[src/verilog/board_ctl_pkg.sv]
// board control package: offsets, field positions, reset values, timing
// assumes a 50 MHz board clock
`default_nettype none
package board_ctl_pkg;
	localparam logic [3:0] OFS_BOARD_STATUS   = 4'hb;
	localparam logic [3:0] OFS_LOCAL_RESET    = 4'hb;
	localparam logic [3:0] OFS_CHANNEL_ENABLE = 4'hc;
	localparam logic [3:0] OFS_DOG_REFRESH    = 4'hf;
	// status byte fields
	localparam int STAT_DOG_EXPIRED  = 4;
	localparam int STAT_SINGLE_POL   = 3;
	localparam int STAT_DAC_ON       = 2;
	localparam int STAT_BUSY         = 1;
	localparam int STAT_STANDBY      = 0;
	// channel control fields
	localparam int CTL_DOG_EN = 0;
	localparam int CTL_DAC_EN = 1;
	localparam logic CTL_RESET_VAL = 1'b0;
	// timing
	localparam int  CLK_HZ          = 50_000_000;
	localparam int  TICK_US         = 1;
	localparam int  TICK_CYCLES     = CLK_HZ / 1_000_000 * TICK_US;
	localparam int  SHORT_MS        = 700;
	localparam int  LONG_S          = 11;
	localparam int  SHORT_TICKS     = SHORT_MS * 1000 / TICK_US;
	localparam int  LONG_TICKS      = LONG_S * 1_000_000 / TICK_US;
	localparam int  SOFT_RST_CYCLES = 4;
endpackage
`default_nettype wire
[src/verilog/board_control_watchdog.sv]
// board control: i/o decode, status, soft reset, fault lamp, watchdog
// assumes bus strobes are asynchronous pins, each held several clocks
// How it works
// - sixteen-byte block on sixteen-byte boundary
// - four jumpers set upper address nibble
// - polarity jumper picks expansion qualifier level
// - offset 11 read returns status byte
// - status bits active high, top three zero
// - write to offset 11 soft-resets board
// - bus system reset hard-resets the board
// - any reset restores defaults, dog disabled
// - fault lamp on only during reset
// - shunt in selects 700 ms, else 11 s
// - timing starts when dog enabled
// - offset 12 write sets dog, dac enables
// - write to offset 15 restarts interval
// - expiry without refresh sets expired bit
// - timeout routed to nmi or pushbutton
// - standby bit mirrors third output port
`default_nettype none
module board_control_watchdog
	import board_ctl_pkg::*;
#(
	parameter int SHORT_TICKS_P = SHORT_TICKS,
	parameter int LONG_TICKS_P  = LONG_TICKS,
	parameter int TICK_CYCLES_P = TICK_CYCLES
) (
	// clock and reset
	input  wire logic       clk_sys,
	input  wire logic       rst_n,
	// bus pins
	input  wire logic [7:0] bus_addr,
	input  wire logic [7:0] bus_wdata,
	input  wire logic       bus_iorq_n,
	input  wire logic       bus_rd_n,
	input  wire logic       bus_wr_n,
	input  wire logic       bus_ioexp,
	input  wire logic       bus_sysreset_n,
	output logic     [7:0] bus_rdata,
	output logic           bus_rdata_oe_n,
	output logic           bus_nmi_n,
	output logic           bus_pbreset_n,
	// jumpers, low when installed
	input  wire logic [3:0] base_select_jumper,
	input  wire logic       io_window_polarity_jumper,
	input  wire logic       interval_select_shunt,
	input  wire logic       nonmaskable_route_jumper,
	input  wire logic       pushbutton_route_jumper,
	// peripheral status
	input  wire logic       single_polarity_flag,
	input  wire logic       converter_busy_flag,
	input  wire logic       low_power_standby,
	// board outputs
	output logic           dac_outputs_on_flag,
	output logic           board_reset_n,
	output logic           fault_lamp
);
	timeunit 1ns;
	timeprecision 1ns;

////////////////////////////////////////////////////////////////////////
// input synchronisers
	// two stages on every pin; logic reads only the second stage
	logic [7:0] addr_meta_r;
	logic [7:0] addr_sync_r;
	logic [7:0] wdata_meta_r;
	logic [7:0] wdata_sync_r;
	logic       iorq_meta_r;
	logic       iorq_sync_r;
	logic       rd_meta_r;
	logic       rd_sync_r;
	logic       wr_meta_r;
	logic       wr_sync_r;
	logic       ioexp_meta_r;
	logic       ioexp_sync_r;
	logic       sysrst_meta_r;
	logic       sysrst_sync_r;
	logic [3:0] base_meta_r;
	logic [3:0] base_sync_r;
	logic       pol_meta_r;
	logic       pol_sync_r;
	logic       wds_meta_r;
	logic       wds_sync_r;
	logic       nmi_j_meta_r;
	logic       nmi_j_sync_r;
	logic       pb_j_meta_r;
	logic       pb_j_sync_r;
	logic       unipol_meta_r;
	logic       unipol_sync_r;
	logic       busy_meta_r;
	logic       busy_sync_r;
	logic       standby_meta_r;
	logic       standby_sync_r;

	// address and data: the host holds them steady through the strobe
	always_ff @(posedge clk_sys or negedge rst_n) begin
		if (!rst_n) begin
			addr_meta_r  <= 8'hff;
			addr_sync_r  <= 8'hff;
			wdata_meta_r <= 8'h00;
			wdata_sync_r <= 8'h00;
		end else begin
			addr_meta_r  <= bus_addr;
			addr_sync_r  <= addr_meta_r;
			wdata_meta_r <= bus_wdata;
			wdata_sync_r <= wdata_meta_r;
		end
	end

	// strobes reset inactive so no false edge follows reset
	always_ff @(posedge clk_sys or negedge rst_n) begin
		if (!rst_n) begin
			iorq_meta_r   <= 1'b1;
			iorq_sync_r   <= 1'b1;
			rd_meta_r     <= 1'b1;
			rd_sync_r     <= 1'b1;
			wr_meta_r     <= 1'b1;
			wr_sync_r     <= 1'b1;
			ioexp_meta_r  <= 1'b1;
			ioexp_sync_r  <= 1'b1;
			sysrst_meta_r <= 1'b1;
			sysrst_sync_r <= 1'b1;
		end else begin
			iorq_meta_r   <= bus_iorq_n;
			iorq_sync_r   <= iorq_meta_r;
			rd_meta_r     <= bus_rd_n;
			rd_sync_r     <= rd_meta_r;
			wr_meta_r     <= bus_wr_n;
			wr_sync_r     <= wr_meta_r;
			ioexp_meta_r  <= bus_ioexp;
			ioexp_sync_r  <= ioexp_meta_r;
			sysrst_meta_r <= bus_sysreset_n;
			sysrst_sync_r <= sysrst_meta_r;
		end
	end

	// jumpers are static but may be moved with power on
	always_ff @(posedge clk_sys or negedge rst_n) begin
		if (!rst_n) begin
			base_meta_r  <= 4'hf;
			base_sync_r  <= 4'hf;
			pol_meta_r   <= 1'b1;
			pol_sync_r   <= 1'b1;
			wds_meta_r   <= 1'b1;
			wds_sync_r   <= 1'b1;
			nmi_j_meta_r <= 1'b1;
			nmi_j_sync_r <= 1'b1;
			pb_j_meta_r  <= 1'b1;
			pb_j_sync_r  <= 1'b1;
		end else begin
			base_meta_r  <= base_select_jumper;
			base_sync_r  <= base_meta_r;
			pol_meta_r   <= io_window_polarity_jumper;
			pol_sync_r   <= pol_meta_r;
			wds_meta_r   <= interval_select_shunt;
			wds_sync_r   <= wds_meta_r;
			nmi_j_meta_r <= nonmaskable_route_jumper;
			nmi_j_sync_r <= nmi_j_meta_r;
			pb_j_meta_r  <= pushbutton_route_jumper;
			pb_j_sync_r  <= pb_j_meta_r;
		end
	end

	// peripheral status comes from other clock domains on the card
	always_ff @(posedge clk_sys or negedge rst_n) begin
		if (!rst_n) begin
			unipol_meta_r  <= 1'b0;
			unipol_sync_r  <= 1'b0;
			busy_meta_r    <= 1'b0;
			busy_sync_r    <= 1'b0;
			standby_meta_r <= 1'b0;
			standby_sync_r <= 1'b0;
		end else begin
			unipol_meta_r  <= single_polarity_flag;
			unipol_sync_r  <= unipol_meta_r;
			busy_meta_r    <= converter_busy_flag;
			busy_sync_r    <= busy_meta_r;
			standby_meta_r <= low_power_standby;
			standby_sync_r <= standby_meta_r;
		end
	end

	wire [7:0] s_addr     = addr_sync_r;
	wire [7:0] s_wdata    = wdata_sync_r;
	wire       s_iorq_n   = iorq_sync_r;
	wire       s_rd_n     = rd_sync_r;
	wire       s_wr_n     = wr_sync_r;
	wire       s_ioexp    = ioexp_sync_r;
	wire       s_sysrst_n = sysrst_sync_r;
	wire [3:0] s_base     = base_sync_r;
	wire       s_pol_j    = pol_sync_r;
	wire       s_wds      = wds_sync_r;
	wire       s_nmi_j    = nmi_j_sync_r;
	wire       s_pb_j     = pb_j_sync_r;
	wire       s_unipol   = unipol_sync_r;
	wire       s_busy     = busy_sync_r;
	wire       s_standby  = standby_sync_r;

////////////////////////////////////////////////////////////////////////
// address decode
	// removed jumper (high) matches a one bit
	wire base_hit = (s_addr[7:4] == s_base);
	// installed polarity jumper reads low: qualifier active low
	wire qual_ok  = s_pol_j ? s_ioexp : !s_ioexp;
	wire selected = !s_iorq_n && base_hit && qual_ok;
	wire [3:0] ofs = s_addr[3:0];
	wire wr_lvl   = selected && !s_wr_n;
	wire rd_lvl   = selected && !s_rd_n;

	logic wr_d_r;
	// act once per write strobe, on its leading edge
	wire wr_pulse = wr_lvl && !wr_d_r;
	wire wr_reset   = wr_pulse && ofs == OFS_LOCAL_RESET;
	wire wr_ctrl    = wr_pulse && ofs == OFS_CHANNEL_ENABLE;
	wire wr_refresh = wr_pulse && ofs == OFS_DOG_REFRESH;

////////////////////////////////////////////////////////////////////////
// reset handling
	logic [2:0] soft_cnt_r;
	logic [2:0] soft_cnt_nxt;
	wire  soft_active = soft_cnt_r != 3'h0;
	wire  local_rst   = soft_active || !s_sysrst_n;
	assign soft_cnt_nxt = wr_reset ? 3'(SOFT_RST_CYCLES) :
		(soft_active ? soft_cnt_r - 3'h1 : 3'h0);

////////////////////////////////////////////////////////////////////////
// control and watchdog
	logic        dog_en_r;
	logic        dac_en_r;
	logic        expired_r;
	logic [31:0] tick_cnt_r;
	logic [31:0] dog_cnt_r;
	wire  [31:0] dog_interval = s_wds ? 32'(LONG_TICKS_P) :
		32'(SHORT_TICKS_P);
	wire tick = tick_cnt_r == 32'(TICK_CYCLES_P - 1);
	wire dog_due = dog_en_r && tick && dog_cnt_r >= dog_interval - 32'h1;
	// a refresh or a disabled dog holds the count at zero
	wire [31:0] dog_cnt_nxt = (!dog_en_r || wr_refresh) ? 32'h0 :
		(tick ? dog_cnt_r + 32'h1 : dog_cnt_r);

	// edge detect on the decoded write strobe
	always_ff @(posedge clk_sys or negedge rst_n) begin
		if (!rst_n)
			wr_d_r <= 1'b0;
		else
			wr_d_r <= wr_lvl;
	end

	// stretch a reset-port write into a few clocks of local reset
	always_ff @(posedge clk_sys or negedge rst_n) begin
		if (!rst_n)
			soft_cnt_r <= 3'h0;
		else
			soft_cnt_r <= soft_cnt_nxt;
	end

	// both enables share one write, so the host must resend the dac bit
	always_ff @(posedge clk_sys or negedge rst_n) begin
		if (!rst_n) begin
			dog_en_r <= CTL_RESET_VAL;
			dac_en_r <= CTL_RESET_VAL;
		end else if (local_rst) begin
			dog_en_r <= CTL_RESET_VAL;
			dac_en_r <= CTL_RESET_VAL;
		end else if (wr_ctrl) begin
			dog_en_r <= s_wdata[CTL_DOG_EN];
			dac_en_r <= s_wdata[CTL_DAC_EN];
		end
	end

	// expiry sets; only a reset clears, so software cannot hide a bark
	always_ff @(posedge clk_sys or negedge rst_n) begin
		if (!rst_n)
			expired_r <= 1'b0;
		else if (local_rst)
			expired_r <= 1'b0;
		else if (dog_due)
			expired_r <= 1'b1;
	end

	// free-running prescaler: first interval may lose up to one tick
	always_ff @(posedge clk_sys or negedge rst_n) begin
		if (!rst_n)
			tick_cnt_r <= 32'h0;
		else if (local_rst || tick)
			tick_cnt_r <= 32'h0;
		else
			tick_cnt_r <= tick_cnt_r + 32'h1;
	end

	// restart after expiry so a dead host keeps being flagged
	always_ff @(posedge clk_sys or negedge rst_n) begin
		if (!rst_n)
			dog_cnt_r <= 32'h0;
		else if (local_rst || dog_due)
			dog_cnt_r <= 32'h0;
		else
			dog_cnt_r <= dog_cnt_nxt;
	end

////////////////////////////////////////////////////////////////////////
// outputs
	wire [7:0] status_byte = {3'h0, expired_r, s_unipol, dac_en_r, s_busy,
		s_standby};
	wire fire      = expired_r;
	wire rd_status = rd_lvl && ofs == OFS_BOARD_STATUS;

	// data lines driven only for a status read inside our block
	always_ff @(posedge clk_sys or negedge rst_n) begin
		if (!rst_n) begin
			bus_rdata      <= 8'h00;
			bus_rdata_oe_n <= 1'b1;
		end else begin
			bus_rdata      <= rd_status ? status_byte : 8'h00;
			bus_rdata_oe_n <= !rd_status;
		end
	end

	// timeout routing: a pulled jumper keeps its line released
	always_ff @(posedge clk_sys or negedge rst_n) begin
		if (!rst_n) begin
			bus_nmi_n     <= 1'b1;
			bus_pbreset_n <= 1'b1;
		end else begin
			bus_nmi_n     <= !(fire && !s_nmi_j);
			bus_pbreset_n <= !(fire && !s_pb_j);
		end
	end

	// lamp and board reset follow the local reset one clock late
	always_ff @(posedge clk_sys or negedge rst_n) begin
		if (!rst_n) begin
			dac_outputs_on_flag <= 1'b0;
			board_reset_n       <= 1'b0;
			fault_lamp          <= 1'b1;
		end else begin
			dac_outputs_on_flag <= dac_en_r;
			board_reset_n       <= !local_rst;
			fault_lamp          <= local_rst;
		end
	end

endmodule
`default_nettype wire

[config.mk]
export PLATFORM = sky130hd
export DESIGN_NAME = board_control_watchdog
export DESIGN_NICKNAME = d
export VERILOG_FILES = /design/src/verilog/board_ctl_pkg.sv /design/src/verilog/board_control_watchdog.sv
export SDC_FILE = /design/constraint.sdc
export NUM_CORES = 1
export LEC_CHECK = 0
export BUFFER_PORTS_ARGS = -buffer_cell sky130_fd_sc_hd__buf_2
export CORE_MARGIN = 4
export CORE_UTILIZATION = 64
export CTS_CLUSTER_DIAMETER = 100
export DETAILED_ROUTE_END_ITERATION = 8
export PLACE_DENSITY_LB_ADDON = 0.12
export SKIP_LAST_GASP = 1
export SLEW_MARGIN = 10
export SYNTH_ARGS = -nofsm -noshare
export SYNTH_HDL_FRONTEND = slang
export SYNTH_SLANG_ARGS = --single-unit
[constraint.sdc]
create_clock -name clk_sys -period 3.9 [get_ports clk_sys]
set_input_delay 0.78 -clock clk_sys [delete_from_list [all_inputs] [get_ports clk_sys]]
set_output_delay 0.78 -clock clk_sys [all_outputs]
set_load 0.01 [all_outputs]
## Word-level counts from Yosys, hierarchy flattened

Cells that the tools add are included.

| storage, ports and cells | value |
|---|---|
| register bits after elaboration | 134 |
| input port bits | 34 |
| output and inout bits | 14 |
| word-level logic and storage cells | 103 |

| operators by class | value |
|---|---|
| $lt $le $gt $ge | 1 |
| muxes and demuxes | 15 |
| eq/ne operators | 5 |
| reductions and logical operators | 34 |
| add/sub/neg operators | 4 |

Operators by type and width:

| cell | number |
|---|---|
| $mux 32 | 4 |
| $add 32x1->32 const B | 2 |
| $eq 32x6->1 const B | 1 |
| $ge 32x32->1 | 1 |
| $sub 24x1->25 const B | 1 |
| $mux 24 | 1 |
| $logic_and 1x1->1 | 13 |
| $logic_not 1->1 | 13 |
| $eq 4x4->1 const B | 3 |
| $mux 1 | 7 |
| $mux 3 | 2 |
| $reduce_bool 3->1 | 2 |
| $mux 5 | 1 |
| $eq 4x4->1 | 1 |
| $logic_or 1x1->1 | 4 |
| $reduce_bool 2->1 | 2 |
| $sub 3x1->3 const B | 1 |

## Longest topological paths before layout

| depth | value |
|---|---|
| depth in word-level cells | 9 |
| mapped depth | 10 |
| depth with buffers taken out | 8 |

## Least setup slack after synthesis

OpenSTA, ideal clock, no wires.

| path | value |
|---|---|
| path type | reg-to-reg |
| start | register wds_sync_r, in the netlist s_wds |
| end | register dog_cnt_r[20] |
| required time | 3.821 ns |
| buffers on the path | 2 |
| setup time | 0.079 ns |
| stages on the path, launching flop included | 10 |
| arrival | 2.412 ns |
| period minus slack after synthesis | 2.491 ns |
| path slack | 1.409 ns |
| path through | dfstp_2 inv_1 ha_1 a211o_1 a2111oi_4 nor2b_1 buf_4 buf_6 nand4_1 mux2i_1 |

| on the way | value |
|---|---|
| cells in the longest elaborated chain, start to end | 6 |
| elaborated cells on any way between the ends | 7 |
| those cells by class | 1 x add/sub; 1 x order compare; 2 x mux; 3 x reduce/logical |

Ends and longest elaborated chain:

| element | line | source |
|---|---|---|
| from (decl) | board_control_watchdog.sv:83 | `logic wds_sync_r;` |
| from (signal assigned) | board_control_watchdog.sv:156 | `wds_sync_r <= wds_meta_r;` |
| $mux 24 * | board_control_watchdog.sv:233 | `wire [31:0] dog_interval = s_wds ? 32'(LONG_TICKS_P) :` |
| $sub 24x1->25 * | board_control_watchdog.sv:236 | `wire dog_due = dog_en_r && tick && dog_cnt_r >= dog_interval - 32'h1;` |
| $ge 32x32->1 * | board_control_watchdog.sv:236 |  |
| $logic_and 1x1->1 * | board_control_watchdog.sv:236 |  |
| $logic_or 1x1->1 * | board_control_watchdog.sv:295 | `else if (local_rst \|\| dog_due)` |
| $reduce_bool 3->1 (no line) or $mux 32 (tied branches) | -- |  |
| to (signal assigned) | board_control_watchdog.sv:298 | `dog_cnt_r <= dog_cnt_nxt;` |
| to (decl) | board_control_watchdog.sv:232 | `logic [31:0] dog_cnt_r;` |

Every way passes the cells marked *; elsewhere a longest branch is shown, timed or not.
A chain may end at the register's enable or synchronous reset.

## Worst setup path in the final report

| path | value |
|---|---|
| start | register wds_sync_r, in the netlist s_wds |
| end | register dog_cnt_r[8] |

Same word-level chain as after synthesis.

==> out/results.ini <==
[routing]
avgViaCountPerCell=5.923
via_count=4010
ant_nets=0
drc=0
firstDrtPassIters=5
totalWireLength_mm=11.67
drt_iter0_drc=182
routedWlPerCell_um=17.23

[synth]
synthCells=512
synth_top_family_by_area=simple AND/OR/NAND/NOR gates
synth_commonest_cells=dfrtp_1, nor2_1, dfstp_2
synthFlopType=dfrtp_1
synthAdderAreaFrac_pct=3.868
synth_mux_area_share_pct=3.266
ys_seq_area_share_pct=58.57
synth_enable_flop_cells=0
synth.most_common_cell=dfrtp_1
ys_warn_count=0
yosysTopAreaCell=dfrtp_1
yosys.area_share.simple_pct=20.31
ys_ff_latch=134
synth_area_mm2=0.005823
yosys-top-cells-area=dfrtp_1, dfstp_2, ha_1
async_flop_share_pct=100.0
synth-xor-area-share_pct=5.264
synth_compound_area_share_pct=5.458
syn_area_per_cell_um2=11.37
yosys.area.top_type_share_pct=37.82
yosysUniqueCellTypes=44

[global_routing]
grt_pass1_wl_mm=19.85
grt_pass1_vias=4126
overflow=0
antenna_found_initial=0
grt_max_degree=78
grt_use_total_pct=24.25

[min_path]
min-delay-start=unipol_meta_r
worst_hold_path_type=reg2reg
hold_path_depth=0
holdPathEnd=s_unipol

[clocking]
cts_hold_buf=0
cts_sinks=134
cts.repair.resized=0
postCtsSetupBuffers=0
clock_latency_ns=0.52
cts_buffers=17
htree_levels=4
clock-root-buffer=clkbuf_8
clk_pin_slew_worst_paths_ns=0.06
clockBufferDepth=2
cts_tree=built

[finish]
layout-drive-gt1-share_pct=22.85
design_area_mm2=0.006671
fin_cells=677
post-route-util_pct=75.76
num-nets-final=608
antenna-diode-count=0
syn_to_final_growth_pct=14.57

[pwr]
p_leak_nw=2.976
p_total_mw=3.068
ir_drop_uv=412.0
power-per-cell-area_mw_per_mm2=459.9

[timing]
clock_skew_ns=0.01009
finalMaxSlewViolations=0
fmax_mhz=301.4
worstMarginPinSlew_ns=0.9539
hold_viol=0
setup_tns_ns=0
relSlewSlack_pct=36.40
finalCriticalPeriod_ns=3.318
setup_viol=0
rsz0062_at_grt=false
min_period_over_period_pct=85.08

[critical_path]
critical_path_required_ns=4.33
end_kind=flop
cpPeakStageDelay_ns=0.61
crit_chain=inv_1 > ha_1 > a211o_1 > a2111oi_4 > nor2b_2 > buf_4 > nand4_1 > mux2i_1
rrSetupSlack_ns=0.58
start_kind=flop
worstReg2RegEnd=dog_cnt_r[8]
r2r_start=s_wds
arrival_ns=3.75
reg2reg_depth=8
cp_slowest_cell=dfstp_2
crit_type=reg2reg
critPathMaxFanout=30

[floorplanning]
die_w_um=103.4
core_area_mm2=0.008806
io_pins=48
die_y_um=103.4
rows=34
dieArea_mm2=0.01069
start_util_pct=66.13

[flow_run]
max_cap_violations=0

[place]
place_inst=645
port_buffers=38
gp_congestion=0.8151
dpl.hpwl_mm=7.023
placed_area_mm2=0.006103

[status]
status=finished, final reports clean

[metrics by stage]
| step | setup WS (ns) | hold WS [ns] |
|---|---|---|
| 6_report | 0.5818 | 0.3526 |
| 3_5_place_dp | 0.7078 | 0.3347 |
| 4_1_cts | 0.5946 | 0.3401 |
| 5_1_grt | 0.3826 | 0.3361 |
| 2_1_floorplan | 1.409 | 0.3312 |
| 3_3_place_gp | 0.8599 | 0.3328 |
[cells in the final DEF, fill, tap and decap left out, types with 5 or more instances in the layout]
master and n:
inv_6 5, and4_1 8, a31oi_1 19, nand3_1 28, nor3_1 7, xor2_1 24, dfstp_2 46, xnor2_1 11
a21oi_1 8, and3_1 18, buf_4 7, ha_1 18, inv_1 16, mux2i_1 19, buf_2 37, nand4_1 35
nand2_1 27, nor2_1 54, nor4_1 11, dfrtp_1 88, inv_8 6, and2_1 15, clkbuf_16 17
[critical path: cells and delay by family (launching register included)]
family | cells | cell delay [ns]
buffers and inverters | 2 | 0.58
and+or+nand+nor | 2 | 0.60
DFF | 1 | 0.61
AOI/OAI and AO/OA | 2 | 0.89
muxes | 1 | 0.17
adders and majority gates | 1 | 0.37
[worst max-delay path by stage]
stage,from,endpoint,slack [ns],cells after the start
floorplan,s_wds,dog_cnt_r[20],1.41,9
global placement,s_wds,dog_cnt_r[18],0.86,8
detailed placement,s_wds,dog_cnt_r[15],0.71,8
CTS,s_wds,dog_cnt_r[8],0.59,8
global route,s_wds,dog_cnt_r[8],0.38,8
finish,s_wds,dog_cnt_r[8],0.58,8
[kinds of logic (layout without fill, tap and decap cells)]
group	count (synthesis)	in the layout
muxes	19	19
other	1	3
DFF	134	134
buffers and inverters	38	93
adders and majority gates	18	18
AOI/OAI and AO/OA	47	47
xor gates and xnor gates	35	35
and+or+nand+nor	220	220
[registers in the layout, indices dropped and copies added (netlist names), 2 cells and up]
name and count:
dog_cnt_r 32, base_meta_r 4, base_sync_r 4, wdata_meta_r 2
addr_sync_r 8, bus_rdata 5, addr_meta_r 8, soft_cnt_r 3
s_wdata 2, tick_cnt_r 32
[area by class of cell]
type / count / area [um^2]
multi-input cells: 342 / 2240
flip-flops and latches: 134 / 3411
clock inverters: 13 / 125.1
repair buffers: 45 / 257.7
well taps: 108 / 135.1
fillers: 569 / 2135
clock buffers: 19 / 442.9
inverters: 16 / 60.06
[where the power goes]
part	internal, mW	leakage, nW	switching, mW
Clock	0.856	0.281	0.671
Combinational	0.0261	1.01	0.0577
Sequential	1.44	1.69	0.0159
[layer usage]
layer | track usage [%] | routed length [um] | vias to the layer above | share of wire, %
li1 | - | - | 1904 | -
met4 | 11.06 | 239 | 0 | 2.0
met3 | 4.359 | 391 | 24 | 3.4
met5 | 0 | 0 | - | 0
met1 | 30.78 | 4955 | 1989 | 42
met2 | 40.64 | 6079 | 93 | 52
No activity file was read; power rests on OpenSTA's default activity.
